==> config.mk <==
export PLATFORM = sky130hd
export DESIGN_NAME = wsp_power_seq
export DESIGN_NICKNAME = d
export VERILOG_FILES = /design/src/core/wsp_pkg.sv /design/src/core/wsp_idle_timer.sv /design/src/core/wsp_power_seq.sv
export SDC_FILE = /design/constraint.sdc
export NUM_CORES = 1
export LEC_CHECK = 0
export BUFFER_PORTS_ARGS = -buffer_cell sky130_fd_sc_hd__buf_2
export CAP_MARGIN = 10
export CORE_AREA = 2 2 168 170
export DETAILED_ROUTE_END_ITERATION = 10
export DIE_AREA = 0 0 170 172
export GPL_TIMING_DRIVEN = 0
export SLEW_MARGIN = 20
export SYNTH_ARGS = -nofsm -noshare
export SYNTH_HDL_FRONTEND = slang
export SYNTH_SLANG_ARGS = --single-unit
==> constraint.sdc <==
create_clock -name clk_i -period 8.5 [get_ports clk_i]
set_input_delay 2.125 -clock clk_i [delete_from_list [all_inputs] [get_ports clk_i]]
set_output_delay 2.125 -clock clk_i [all_outputs]
set_load 0.02 [all_outputs]
==> src/core/wsp_pkg.sv <==
// Constants, types and mode encodings for the wireless subsystem power sequencer
// ==========================================================================
package wsp_pkg;
   localparam int TU_PS        = 1024000;
   localparam int CLK_PS       = 40000;
   localparam int TU_CYC       = TU_PS / CLK_PS;
   localparam int MAX_SLEEP_MS = 2000;
   localparam logic [11:0] MAX_SLEEP_TU = 12'(MAX_SLEEP_MS * 1000000 / TU_PS);
   localparam logic [11:0] BEACON_TU    = 12'h064;
   localparam logic [7:0]  NORMAL_IDLE_TU = 8'h04;
   localparam logic [7:0]  ZERO_IDLE_TU   = 8'h00;
   localparam int BOOT_CYC_DEF = 64;
   localparam int STAB_CYC_DEF = 32;
   localparam int NBLK         = 2;
   localparam int BLK_RADIO    = 0;
   localparam int BLK_NP       = 1;

   typedef enum logic [2:0] {
      MCU_SHUTDOWN, MCU_HIBERNATE, MCU_DEEP, MCU_SLEEP, MCU_ACTIVE
   } wsp_mcu_t;
   typedef enum logic [2:0] {
      CHIP_SHUTDOWN, CHIP_HIBERNATE, CHIP_DEEP, CHIP_ACTIVE
   } wsp_chip_t;
   typedef enum logic [1:0] {
      POL_NORMAL, POL_LOW, POL_LONG, POL_ALWAYS
   } wsp_pol_t;
   typedef enum logic [1:0] {
      SS_OFF, SS_BOOT, SS_RUN, SS_STOP
   } wsp_ss_t;

   typedef struct packed {
      logic rail_low;
      logic xtal_pll_off;
      logic mem_retain;
      logic rtc_run;
      logic mem_lost;
      logic mcu_clk_gated;
   } wsp_pwr_t;

   localparam wsp_pwr_t PWR_RST = '{default: 1'b0};
endpackage

==> src/core/wsp_idle_timer.sv <==
// Idle threshold timer that moves one block into its low power state
`timescale 1ns/1ns
`default_nettype none
module wsp_idle_timer
   import wsp_pkg::*;
(
   input  wire logic       clk_i,
   input  wire logic       rst_i,
   input  wire logic       tick_i,
   input  wire logic       busy_i,
   input  wire logic       hold_i,
   input  wire logic [7:0] thresh_i,
   output logic            lp_o
);
   logic [7:0] cnt_r;
   wire        stay_up = busy_i | hold_i;
   wire        reached = (cnt_r >= thresh_i);

   always_ff @(posedge clk_i or posedge rst_i)
   begin
      if (rst_i)
      begin
         cnt_r <= 8'h00;
         lp_o  <= 1'b0;
      end
      else if (stay_up)
      begin
         cnt_r <= 8'h00;
         lp_o  <= 1'b0;
      end
      else if (reached)
         lp_o  <= 1'b1;
      else if (tick_i)
         cnt_r <= cnt_r + 8'h01;
   end
endmodule
`default_nettype wire

==> src/core/wsp_power_seq.sv <==
// Power mode sequencer for the microcontroller and networking subsystem
`timescale 1ns/1ns
`default_nettype none
module wsp_power_seq
   import wsp_pkg::*;
#(
   parameter int TU_CYCLES = TU_CYC,
   parameter int BOOT_CYC  = BOOT_CYC_DEF,
   parameter int STAB_CYC  = STAB_CYC_DEF
)(
   input  wire logic        clk_i,
   input  wire logic        rst_i,
   input  wire wsp_mcu_t    mcu_mode_req_i,
   input  wire logic        wfi_i,
   input  wire logic        wfe_i,
   input  wire logic        mcu_wake_i,
   input  wire logic        integrated_i,
   input  wire logic        hibernate_control_pin_i,
   input  wire logic        internal_enable_i,
   input  wire logic        stop_cmd_i,
   input  wire logic [15:0] stop_timeout_tu_i,
   input  wire logic        host_cmd_i,
   input  wire logic        evt_i,
   input  wire logic        evt_status_read_i,
   input  wire logic        start_status_read_i,
   input  wire logic        radio_busy_i,
   input  wire logic        np_busy_i,
   input  wire logic        predicted_activity_i,
   input  wire logic        associated_i,
   input  wire logic        client_mode_i,
   input  wire wsp_pol_t    policy_sel_i,
   input  wire logic        policy_we_i,
   input  wire logic [11:0] max_sleep_tu_i,
   input  wire logic [2:0]  dtim_period_i,
   output wsp_chip_t        chip_mode_o,
   output wsp_mcu_t         mcu_mode_o,
   output wsp_pwr_t         pwr_o,
   output logic             host_irq_o,
   output logic             init_done_o,
   output logic             radio_wake_o,
   output logic             power_save_en_o,
   output logic             mdns_stop_o,
   output logic             web_stop_o,
   output logic             slow_clk_stab_o
);
   // ==========================================================================
   // Pin synchroniser for the hibernate control pin
   logic [2:0] hib_s_r;
   logic       hib_r;
   always_ff @(posedge clk_i or posedge rst_i)
   begin
      if (rst_i)
      begin
         hib_s_r <= 3'h0;
         hib_r   <= 1'b0;
      end
      else
      begin
         hib_s_r <= {hib_s_r[1:0], hibernate_control_pin_i};
         if (hib_s_r[1] == hib_s_r[2])
            hib_r <= hib_s_r[2];
      end
   end
   wire enable_req = integrated_i ? internal_enable_i : hib_r;

   // ==========================================================================
   // Time unit and beacon timing
   logic [15:0] tu_cnt_r;
   logic [11:0] bcn_cnt_r;
   logic [2:0]  dtim_cnt_r;
   logic [11:0] elapsed_r;
   wire tu_tick  = (tu_cnt_r == 16'(TU_CYCLES - 1));
   wire bcn_tick = tu_tick && (bcn_cnt_r == BEACON_TU - 12'h001);
   wire [2:0]  dtim_eff = (dtim_period_i == 3'h0) ? 3'h1 : dtim_period_i;
   wire dtim_bcn = bcn_tick && (dtim_cnt_r == dtim_eff - 3'h1);
   wire [11:0] max_eff = (max_sleep_tu_i > MAX_SLEEP_TU) ? MAX_SLEEP_TU
                                                        : max_sleep_tu_i;
   wire [14:0] dtim_gap = 15'(BEACON_TU) * 15'(dtim_eff);
   wire [14:0] next_at  = 15'(elapsed_r) + 15'h0001 + dtim_gap;

   // ==========================================================================
   // Microcontroller mode
   wsp_mcu_t   mcu_r;
   logic [7:0] stab_r;
   wire stab_busy = (stab_r != 8'h00);
   wire wait_ins  = wfi_i | wfe_i;
   wsp_mcu_t   mcu_nxt;
   always_comb
   begin
      mcu_nxt = mcu_r;
      case (mcu_r)
         MCU_SHUTDOWN:
            if (mcu_mode_req_i != MCU_SHUTDOWN && !stab_busy && slow_clk_stab_o)
               mcu_nxt = MCU_ACTIVE;
         MCU_SLEEP:
            if (mcu_wake_i)
               mcu_nxt = MCU_ACTIVE;
         MCU_ACTIVE:
            if (wait_ins)
               mcu_nxt = MCU_SLEEP;
            else if (mcu_mode_req_i != MCU_SLEEP)
               mcu_nxt = mcu_mode_req_i;
         MCU_HIBERNATE, MCU_DEEP:
            if (mcu_mode_req_i != MCU_SLEEP)
               mcu_nxt = mcu_mode_req_i;
         default:
            mcu_nxt = MCU_ACTIVE;
      endcase
   end
   wire leave_shut = (mcu_r == MCU_SHUTDOWN) && (mcu_mode_req_i != MCU_SHUTDOWN);

   always_ff @(posedge clk_i or posedge rst_i)
   begin
      if (rst_i)
      begin
         mcu_r           <= MCU_ACTIVE;
         stab_r          <= 8'h00;
         slow_clk_stab_o <= 1'b0;
      end
      else
      begin
         mcu_r <= mcu_nxt;
         if (leave_shut && !slow_clk_stab_o && !stab_busy)
         begin
            stab_r          <= 8'(STAB_CYC);
            slow_clk_stab_o <= 1'b1;
         end
         else if (stab_busy)
            stab_r <= stab_r - 8'h01;
         else if (mcu_r != MCU_SHUTDOWN)
            slow_clk_stab_o <= 1'b0;
      end
   end

   // ==========================================================================
   // Subsystem enable, boot and stop
   wsp_ss_t     ss_r;
   wsp_ss_t     ss_nxt;
   logic [7:0]  boot_r;
   logic [15:0] stop_r;
   logic        irq_r;
   logic        start_pend_r;
   wire shut    = (mcu_r == MCU_SHUTDOWN);
   wire boot_end = (ss_r == SS_BOOT) && (boot_r == 8'h00);
   always_comb
   begin
      ss_nxt = ss_r;
      case (ss_r)
         SS_OFF:  if (enable_req && !shut) ss_nxt = SS_BOOT;
         SS_BOOT: if (boot_end)             ss_nxt = SS_RUN;
         SS_RUN:  if (stop_cmd_i)           ss_nxt = SS_STOP;
                  else if (!enable_req)     ss_nxt = SS_OFF;
         SS_STOP: if (!enable_req || stop_r == 16'h0000) ss_nxt = SS_OFF;
         default: ss_nxt = SS_OFF;
      endcase
      if (shut)
         ss_nxt = SS_OFF;
   end

   wire irq_set = boot_end || ((ss_r == SS_RUN) && evt_i);
   wire irq_clr = evt_status_read_i || start_status_read_i || (ss_r == SS_OFF);
   always_ff @(posedge clk_i or posedge rst_i)
   begin
      if (rst_i)
      begin
         ss_r         <= SS_OFF;
         boot_r       <= 8'h00;
         stop_r       <= 16'h0000;
         irq_r        <= 1'b0;
         start_pend_r <= 1'b0;
         init_done_o  <= 1'b0;
      end
      else
      begin
         ss_r   <= ss_nxt;
         boot_r <= (ss_r == SS_OFF) ? 8'(BOOT_CYC) : (boot_end ? boot_r : boot_r - 8'h01);
         if (ss_r == SS_RUN && stop_cmd_i)
            stop_r <= stop_timeout_tu_i;
         else if (ss_r == SS_STOP && tu_tick && stop_r != 16'h0000)
            stop_r <= stop_r - 16'h0001;
         irq_r <= irq_set | (irq_r & ~irq_clr);
         start_pend_r <= boot_end | (start_pend_r & ~start_status_read_i & (ss_r != SS_OFF));
         if (ss_r == SS_OFF)
            init_done_o <= 1'b0;
         else if (start_pend_r && start_status_read_i)
            init_done_o <= 1'b1;
      end
   end
   wire run = (ss_r == SS_RUN) || (ss_r == SS_STOP);

   // ==========================================================================
   // Power policy
   wsp_pol_t pol_r;
   wsp_pol_t pend_r;
   logic     pend_v_r;
   wire extended_beacon_skip_policy  = (pol_r == POL_LONG) && client_mode_i;
   wire aon  = (pol_r == POL_ALWAYS);
   always_ff @(posedge clk_i or posedge rst_i)
   begin
      if (rst_i)
      begin
         pol_r    <= POL_NORMAL;
         pend_r   <= POL_NORMAL;
         pend_v_r <= 1'b0;
      end
      else
      begin
         if (policy_we_i)
            pend_r <= policy_sel_i;
         pend_v_r <= policy_we_i | (pend_v_r & ~tu_tick);
         if (ss_r == SS_BOOT)
            pol_r <= POL_NORMAL;
         else if (pend_v_r && tu_tick)
            pol_r <= pend_r;
      end
   end

   // ==========================================================================
   // Beacon wake scheduling
   wire wake_lsi  = dtim_bcn && (next_at > 15'(max_eff));
   wire wake_now  = run && associated_i && !aon && (extended_beacon_skip_policy ? wake_lsi : bcn_tick);
   always_ff @(posedge clk_i or posedge rst_i)
   begin
      if (rst_i)
      begin
         tu_cnt_r     <= 16'h0000;
         bcn_cnt_r    <= 12'h000;
         dtim_cnt_r   <= 3'h0;
         elapsed_r    <= 12'h000;
         radio_wake_o <= 1'b0;
      end
      else
      begin
         tu_cnt_r <= tu_tick ? 16'h0000 : tu_cnt_r + 16'h0001;
         if (tu_tick)
            bcn_cnt_r <= bcn_tick ? 12'h000 : bcn_cnt_r + 12'h001;
         if (bcn_tick)
            dtim_cnt_r <= dtim_bcn ? 3'h0 : dtim_cnt_r + 3'h1;
         if (wake_now || !run)
            elapsed_r <= 12'h000;
         else if (tu_tick && elapsed_r != 12'hfff)
            elapsed_r <= elapsed_r + 12'h001;
         radio_wake_o <= wake_now;
      end
   end

   // ==========================================================================
   // Per-block idle timers
   wire [7:0] thresh = (pol_r == POL_LOW) ? ZERO_IDLE_TU : NORMAL_IDLE_TU;
   wire hold_pred  = (pol_r == POL_NORMAL) && predicted_activity_i;
   wire [NBLK-1:0] busy;
   wire [NBLK-1:0] hold;
   wire [NBLK-1:0] lp;
   assign busy[BLK_RADIO] = radio_busy_i | wake_now;
   assign busy[BLK_NP]    = np_busy_i | host_cmd_i;
   assign hold[BLK_RADIO] = !run | aon | hold_pred;
   assign hold[BLK_NP]    = !run | aon | hold_pred | irq_r;
   genvar g;
   generate
      for (g = 0; g < NBLK; g++)
      begin : g_blk
         wsp_idle_timer u_tmr (
            .clk_i    (clk_i),
            .rst_i    (rst_i),
            .tick_i   (tu_tick),
            .busy_i   (busy[g]),
            .hold_i   (hold[g]),
            .thresh_i (thresh),
            .lp_o     (lp[g])
         );
      end
   endgenerate
   wire ss_deep = run && (&lp) && !irq_r;

   // ==========================================================================
   // Chip mode and power controls
   wsp_chip_t chip_nxt;
   always_comb
   begin
      case (mcu_r)
         MCU_SHUTDOWN:  chip_nxt = CHIP_SHUTDOWN;
         MCU_HIBERNATE: chip_nxt = CHIP_HIBERNATE;
         MCU_DEEP:      chip_nxt = (run && !ss_deep) ? CHIP_ACTIVE : CHIP_DEEP;
         default:       chip_nxt = CHIP_ACTIVE;
      endcase
   end
   wire deep_nxt = (chip_nxt == CHIP_DEEP);
   always_ff @(posedge clk_i or posedge rst_i)
   begin
      if (rst_i)
      begin
         chip_mode_o     <= CHIP_ACTIVE;
         mcu_mode_o      <= MCU_ACTIVE;
         pwr_o           <= PWR_RST;
         host_irq_o      <= 1'b0;
         power_save_en_o <= 1'b0;
         mdns_stop_o     <= 1'b0;
         web_stop_o      <= 1'b0;
      end
      else
      begin
         chip_mode_o            <= chip_nxt;
         mcu_mode_o             <= mcu_r;
         pwr_o.rail_low         <= deep_nxt;
         pwr_o.xtal_pll_off     <= deep_nxt;
         pwr_o.mem_retain       <= deep_nxt;
         pwr_o.rtc_run          <= (mcu_r != MCU_SHUTDOWN);
         pwr_o.mem_lost         <= (mcu_r == MCU_SHUTDOWN);
         pwr_o.mcu_clk_gated    <= (mcu_r == MCU_SLEEP);
         host_irq_o             <= irq_r;
         power_save_en_o        <= run && !aon;
         mdns_stop_o            <= extended_beacon_skip_policy;
         web_stop_o             <= extended_beacon_skip_policy;
      end
   end
endmodule
`default_nettype wire

==> results.md, run 1 <==
* Post-Synth XOR/XNOR Area at 0.07566
* Crit path DAT at between 6 and 7 ns
* Post-layout min period at 6.236 ns
* Slowest-stage cell, CP: a211oi_1
* DIE AREA at approximately 0.03 mm²
* Pleak at 3.674 nW
* Hold/Removal Path Class: reg2reg
* Flop2flop setup slack at 4.11 ns
* Final core occ at 0.3098
* Post-synth EDFFs at 0
* Peak VDD IR at approximately 0.00011 V
* Mean Syn Cell Area at between 9 and 10 µm²
* Switching power at slightly below 0.7 mW
* # setup viols final at 0
* Most used flip-flop cell after synthesis: dfrtp_1
* Die width at between 150 and 200 µm
* Reg-to-reg critical path startpoint: elapsed_r[2]
* RR Endpoint: elapsed_r[7]
* Crit-path max cell delay at just over 0.6 ns
* Max Slew Vio Count at 0
* Initial antenna violation count at 0
* Critical Path Sink Type: register
* Crit path to: elapsed_r[7]
* Buffers added on ports at approximately 70
* Final WL at around 16,000 µm
* First-pass GRT wire length at about 27,000 µm
* DR vias/cell at 4.821
* Hold Buf Count CTS at 0
* Area of the multi-input gates at ~0.0037 mm²
* CP top delay family: compound AO/OA/AOI/OAI gates
* Unrepaired setup endpoints after global routing: no
* Cts repair resizes at 0
* Share of the synthesized area in the top cell type at 0.4252
* Worst-path clk slew at around 0.060 ns
* Dpl cells at ~1,200
* CP Max Fanout at 10
* Layout cells sized above 1 at 0.1643
* Rows at 61
* DRC Markers at 0
* Htree depth at 4
* Worst reg2reg path depth at 13
* Cells after synthesis at 747
* Clock Skew at roughly 0.014 ns
* Largest net degree at the start of global routing at 67
* Fill cells at ~2,900
* Synthesis Warnings at 0
* Final nets at 930
* #FFs+latches synth at around 120
* Final TNS setup at 0 ns
* Post-Syn Area at approximately 0.0071 mm²
* Final ANT Viol Nets at 0
* Synth Area in Compound Gates at 0.1175
* Seq pwr share at 0.384
* Max clock buf depth at 2
* Worst setup SP type: primary input
* Worst Setup SP: dtim_period_i[1]
* Post-synthesis simple-gate area fraction at 0.2450
* Status: complete, no violations
* Tightest Pin Transition at between 0.9 and 1 ns
* Internal at roughly 1.4 mW
* CP Cell Sequence: buf_2 -> o21bai_1 -> ha_1 -> a211oi_1 -> o21ai_0 -> a211oi_1 -> nor2_1 -> xor2_1 -> ha_1 -> nand2_1 -> or4_1 -> a41oi_1 -> a211oi_1 -> clkbuf_1 -> nor3_1
* Root buf cell: clkbuf_16
* Dpl hpwl at roughly 12,000 µm
* Cell depth of the worst setup path at 15
* Layout Cells excl Fill at ~1,200
* Yosys top cell by area: dfrtp_1
* Critical Path RT at approximately 8.8 ns
* IO Count at between 70 and 80
* Core area at ~0.027 mm²
* Logic pwr share at 0.258
* Synth Area in Adders at 0.06520
* DR WL/cell at 13.49 µm
* Grt ovf at 0
* Overall routing resource usage at 0.1151
* Vias in the first global route at between 5,000 and 6,000
* Rel. slew slack at 0.3892
* P&R area growth vs syn at 20.55%
* Power per cell area at ~240 mW/mm²
* Mux contribution to synthesized area at 0.01524
* Setup Buffers After CTS at 0
* Period utilization at 0.7337
* Register area share after synthesis at 0.4401
* Top cells by area, synth: dfrtp_1 (43%), ha_1 (6.4%), xnor2_1 (4.6%), nor2_1 (3.8%), nand2_1 (3.5%)
* Antenna cells at 0
* Worst-Skew Late Latency at roughly 0.42 ns
* Clock sinks at ~120
* Fmax achieved at around 160 MHz
* Starting Density at 0.2570
* Most common cell on crit path: a211oi_1
* Clock share of power at 0.358
* CTS tree: done
* Final hold vios at 0
* Register area at slightly above 0.003 mm²
* Vias after detailed routing at a little under 6,000
* Syn Nets at 838
* Netlist cell types at 70
* Routability cong. at about 0.8
* Worst path bufs/invs at 2
* Critical path type: in2reg
* Async set or reset register ratio after synthesis at 1.000
* Largest family of logic cells by synthesized area: simple AND/OR/NAND/NOR gates
* Router iterations before antenna repair at 5
* MaxCap Viol Count at 0
* CTS buffer count at 17
* Initial drt markers at around 320
* DIE HEIGHT at roughly 170 µm
* Switching share of power at 0.3246
## layer usage
metal	GRT usage	wire length [µm]	vias to the layer above
li1	-	-	2881
met4	0.03344	161	0
met1	0.1610	8242	2775
met5	0	0	-
met3	0.02518	585	14
met2	0.1789	7171	106
## cells in the final DEF, fill, tap and decap left out, types with 7 or more instances in the layout
cell type	n
nand2_1	66
buf_2	73
or4_1	11
nand4b_1	7
nor4b_1	7
a21oi_1	23
or3_1	19
o21ai_0	25
clkbuf_1	24
nand3_1	34
nand2b_1	8
ha_1	36
inv_1	35
nor3_1	34
clkbuf_16	17
xnor2_1	37
xor2_1	24
nor4_1	20
dfrtp_1	120
nor2_1	71
and2_1	7
a211oi_1	9
a31oi_1	8
nand4_1	14
## how the worst min path moves through the flow
stage,from,slack [ns],depth (start not counted),end
6_report,hib_s_r[0],0.35,0,hib_s_r[1]
5_1_grt,hib_s_r[0],0.36,0,hib_s_r[1]
4_1_cts,hib_s_r[0],0.35,0,hib_s_r[1]
3_5_place_dp,hib_s_r[0],0.34,0,hib_s_r[1]
3_3_place_gp,hib_s_r[0],0.33,0,hib_s_r[1]
2_1_floorplan,hib_s_r[0],0.33,0,hib_s_r[1]
## synthesized netlist by cell type (7+ instances only)
cell,count
and2_1,7
a211oi_1,10
a21oi_1,23
nand3_1,34
nor4b_1,7
nand4b_1,7
clkbuf_1,21
xor2_1,24
ha_1,36
nand2b_1,8
o21ai_0,25
nand4_1,14
dfrtp_1,120
a31oi_1,8
nor3_1,34
inv_1,36
xnor2_1,37
nor2_1,71
nor4_1,20
or4_1,11
or3_1,19
nand2_1,66
## power by group through the flow
stage	Combinational [mW]	Sequential (mW)	Clock (mW)
final	0.537	0.799	0.745
after global routing	0.614	0.819	0.786
after floorplan	0.373	0.817	0
after detailed placement	0.548	0.806	0
after global placement	0.531	0.807	0
after CTS	0.549	0.800	0.765
## state kept, by name, summed over array words and instances, names as in the netlist, 2 cells and up
| register | count |
|---|---|
| mcu_r | 3 |
| stab_r | 8 |
| g_blk.u_tmr.cnt_r | 16 |
| pend_r | 2 |
| bcn_cnt_r | 12 |
| tu_cnt_r | 16 |
| chip_mode_o | 2 |
| pwr_o | 4 |
| pol_r | 2 |
| boot_r | 8 |
| elapsed_r | 12 |
| ss_r | 2 |
| stop_r | 16 |
| g_blk.u_tmr.lp_o | 2 |
| hib_s_r | 3 |
| dtim_cnt_r | 3 |
| mcu_mode_o | 3 |
## cells by family (layout without fill, tap and decap cells)
kind of cell               after synthesis  in the layout
and+or+nand+nor                        328            328
DFF                                    124            124
AOI/OAI and AO/OA                      120            120
buffers and inverters                   65            170
xor gates and xnor gates                61             61
adders and majority gates               37             37
muxes                                   10             10
other                                    2              2
## layout make-up
cell class | count | share of cell area
inverters | 36 | 0.01675
plain buffers | 29 | 0.01749
clock buffers | 22 | 0.05453
flip-flops and latches | 124 | 0.3651
well taps | 346 | 0.05085
multi-input cells | 558 | 0.4334
clock inverters | 10 | 0.01631
repair buffers | 73 | 0.04556
## metrics by stage
step / setup slack [ns] / total power, mW / instance area (µm²) / hold WS [ns]
global placement: 1.391 / 1.338 / 7855 / 0.3342
detailed placement: 1.943 / 1.354 / 7905 / 0.3381
finish: 2.264 / 2.081 / 8513 / 0.3492
global route: 1.943 / 2.219 / 8513 / 0.3646
floorplan: 2.924 / 1.190 / 7062 / 0.3312
CTS: 2.367 / 2.113 / 8508 / 0.3518
No activity file was read; power rests on OpenSTA's default activity.
==> inputs of run 2 (changes only) <==
==> constraint.sdc (replaced) <==
create_clock -name clk_i -period 5.1 [get_ports clk_i]
set_input_delay 1.275 -clock clk_i [delete_from_list [all_inputs] [get_ports clk_i]]
set_output_delay 1.275 -clock clk_i [all_outputs]
set_load 0.02 [all_outputs]
==> run 2 against run 1 <==
- cell count unchanged
- via count down 0.14%
- cell area up 0.26%
- critical path depth unchanged
- count of clock-buffer cells in the layout unchanged
- register-to-register slack worse by 3.1 ns
- core utilization up 0.082 points
- critical path type unchanged
- critical endpoint unchanged
==> results.md, run 2 (synthesis results as in run 1) <==
* Starting Density at 0.2570 (unchanged)
* Die width at 170 µm (unchanged)
* Dpl cells at 1,166 (unchanged)
* CTS buffer count at 17 (unchanged)
* Crit-path max cell delay at 0.58 ns (-0.04 ns)
* Tightest Pin Transition at 0.9104 ns (+0.001777 ns)
* DIE AREA at 0.02924 mm² (unchanged)
* Largest net degree at the start of global routing at 67 (unchanged)
* DRT met1 WL at 8282 µm (+0.49%)
* Post-layout min period at ~5 ns
* CP Cell Sequence: buf_2 -> o21bai_2 -> ha_1 -> a31o_2 -> a2111oi_0 -> a211oi_2 -> nor3_1 -> xnor2_1 -> ha_1 -> nand4_1 -> or4_1 -> a41oi_2 -> a211oi_1 -> buf_2 -> nor3_1
* Power per cell area at 406.8 mW/mm² (+66%)
* Rel. slew slack at 0.3880 (-0.001195)
* Internal at 2.343 mW (+67%)
* Overall routing resource usage at 0.1152 (+0.0001483)
* Commonest non-fill, non-tap cell in the layout: dfrtp_1
* Critical Path Sink Type: register
* Final nets at 930 (unchanged)
* Switching power at 1.129 mW (+67%)
* Htree depth at 4 (unchanged)
* DRC Markers at 0 (unchanged)
* CP top delay family: compound AO/OA/AOI/OAI gates
* Initial drt markers at 328 (+3.8%)
* Hold/Removal Path Class: reg2reg
* Max clock buf depth at 2 (unchanged)
* Biggest regs: g_blk.u_tmr.cnt_r: 16 flops, stop_r: 16 flops, tu_cnt_r: 16 flops
* DR WL/cell at 13.51 µm (+0.13%)
* Layout Cells excl Fill at 1,198 (unchanged)
* Rows at 61 (unchanged)
* PnR worst setup slack at 0.1896 ns (-2.074 ns)
* # setup viols final at 0 (unchanged)
* Final WL at 16,180 µm (+0.13%)
* Worst path bufs/invs at 2 (unchanged)
* CTS tree: done
* Dpl hpwl at 11,800 µm (unchanged)
* Status: complete, no violations
* P&R area growth vs syn at 20.87%
* Grt ovf at 0 (unchanged)
* Antenna cells at 0 (unchanged)
* DR vias/cell at 4.815 (-0.14%)
* Min Hold Slack at 0.3493 ns (+0.00004200 ns)
* Clock share of power at 0.359 (about the same)
* Worst setup SP type: primary input
* Slowest-stage cell, CP: or4_1
* Clock sinks at 124 (unchanged)
* Layout cells sized above 1 at 0.1702 (+0.005869)
* Routed wl met2 at 7131 µm (-0.56%)
* Root buf cell: clkbuf_16
* Vias in the first global route at 5,456 (+0.24%)
* Core area at 0.02748 mm² (unchanged)
* Met3 wire length at 596 µm (+1.9%)
* Critical path type: in2reg
* Final core occ at 0.3107 (+0.0008200)
* Peak VDD IR at 0.0001876 V (+67%)
* Buffers added on ports at 72 (unchanged)
* Initial antenna violation count at 0 (unchanged)
* Router iterations before antenna repair at 4 (-1)
* Vias after detailed routing at 5,768 (-0.14%)
* MaxCap Viol Count at 0 (unchanged)
* Critical Path RT at 5.42 ns (-3.40 ns)
* Fill cells at 2,862 (-0.10%)
* Crit path DAT at 5.23 ns (-1.32 ns)
* Period utilization at 0.9628
* Overall Power at 3.472 mW (+67%)
* Worst-Skew Late Latency at 0.42 ns (about the same)
* IO Count at 74 (unchanged)
* Max Slew Vio Count at 0 (unchanged)
* Fmax achieved at just over 200 MHz
* Routability cong. at 0.7828 (unchanged)
* Seq pwr share at 0.383 (about the same)
* DIE HEIGHT at 172 µm (unchanged)
* Final ANT Viol Nets at 0 (unchanged)
* Place WS at -0.6071 ns (-2.550 ns)
* Top routing layer used: met4
* Worst-path clk slew at 0.06 ns (about the same)
* Most frequent cells in the layout: dfrtp_1 (120), buf_2 (74), nor2_1 (71)
* First-pass GRT wire length at 27,060 µm (+0.15%)
* Clock Skew at 0.01484 ns (+0.0005350 ns)
* Switching share of power at 0.3253 (+0.0006815)
* CP Max Fanout at 10 (unchanged)
* Logic pwr share at 0.258 (about the same)
* Pleak at 3.681 nW (+0.20%)
* Final hold vios at 0 (unchanged)
[run 2: cell types whose count changed in the layout (fill, tap and decap cells not counted)]
| cell | previous run | this run |
|---|---|---|
| o21bai_1 | 4 | 3 |
| a41oi_1 | 3 | 2 |
| o21bai_2 | 0 | 1 |
| a211oi_1 | 9 | 7 |
| buf_2 | 73 | 74 |
| a211oi_2 | 1 | 3 |
| a41oi_2 | 0 | 1 |
| clkbuf_1 | 24 | 23 |
[run 2: final cells by class]
cell class / instances / area, µm² / share of cell area
timing repair buffer: 73 / 387.9 / 0.04544
clock inverter: 10 / 138.9 / 0.01627
clock buffer: 22 / 464.2 / 0.05438
buffer: 29 / 150.1 / 0.01759
multi-input combinational: 558 / 3711 / 0.4348
sequential: 124 / 3108 / 0.3641
inverter: 36 / 142.6 / 0.01671
tap: 346 / 432.9 / 0.05072
[run 2: through the flow]
step	TNS [ns]	area (µm²)
after floorplan	0	7062
after global placement	-149.56	7855
after detailed placement	-11.90	7905
after CTS	0	8527
after global routing	-0.01192	8536
final	0	8536
[run 2: per-layer routing]
| layer | up-vias | GRT usage |
|---|---|---|
| met4 | 0 | 0.03344 |
| met1 | 2763 | 0.1610 |
| met2 | 102 | 0.1794 |
| met3 | 15 | 0.02518 |
| met5 | - | 0 |
| li1 | 2888 | - |
[run 2: final timing paths]
path	startpoint	end	slack, ns	cells after the start
min in group asynchronous	rst_i	pend_r[1]	0.88	2
worst max-delay path	dtim_period_i[1]	elapsed_r[7]	0.19	15
worst min-delay path	hib_s_r[0]	hib_s_r[1]	0.35	0
max in group asynchronous	rst_i	mcu_mode_o[2]	3.50	3
worst max register to register	elapsed_r[2]	elapsed_r[7]	1.03	13
worst min register to register	hib_s_r[0]	hib_s_r[1]	0.35	0
[run 2: power groups by stage]
stage / clock network (mW) / registers [mW] / logic [mW]
2_1_floorplan: 0 / 1.36 / 0.621
3_3_place_gp: 0 / 1.34 / 0.885
5_1_grt: 1.31 / 1.36 / 1.02
3_5_place_dp: 0 / 1.34 / 0.913
6_report: 1.25 / 1.33 / 0.897
4_1_cts: 1.27 / 1.33 / 0.915
[run 2: what timing repair did]
item	in CTS	in global routing
buffers inserted	0	0
gates resized for setup	4	4
setup endpoints to repair	19	18
hold buffers	0	0
pin swaps	0	1
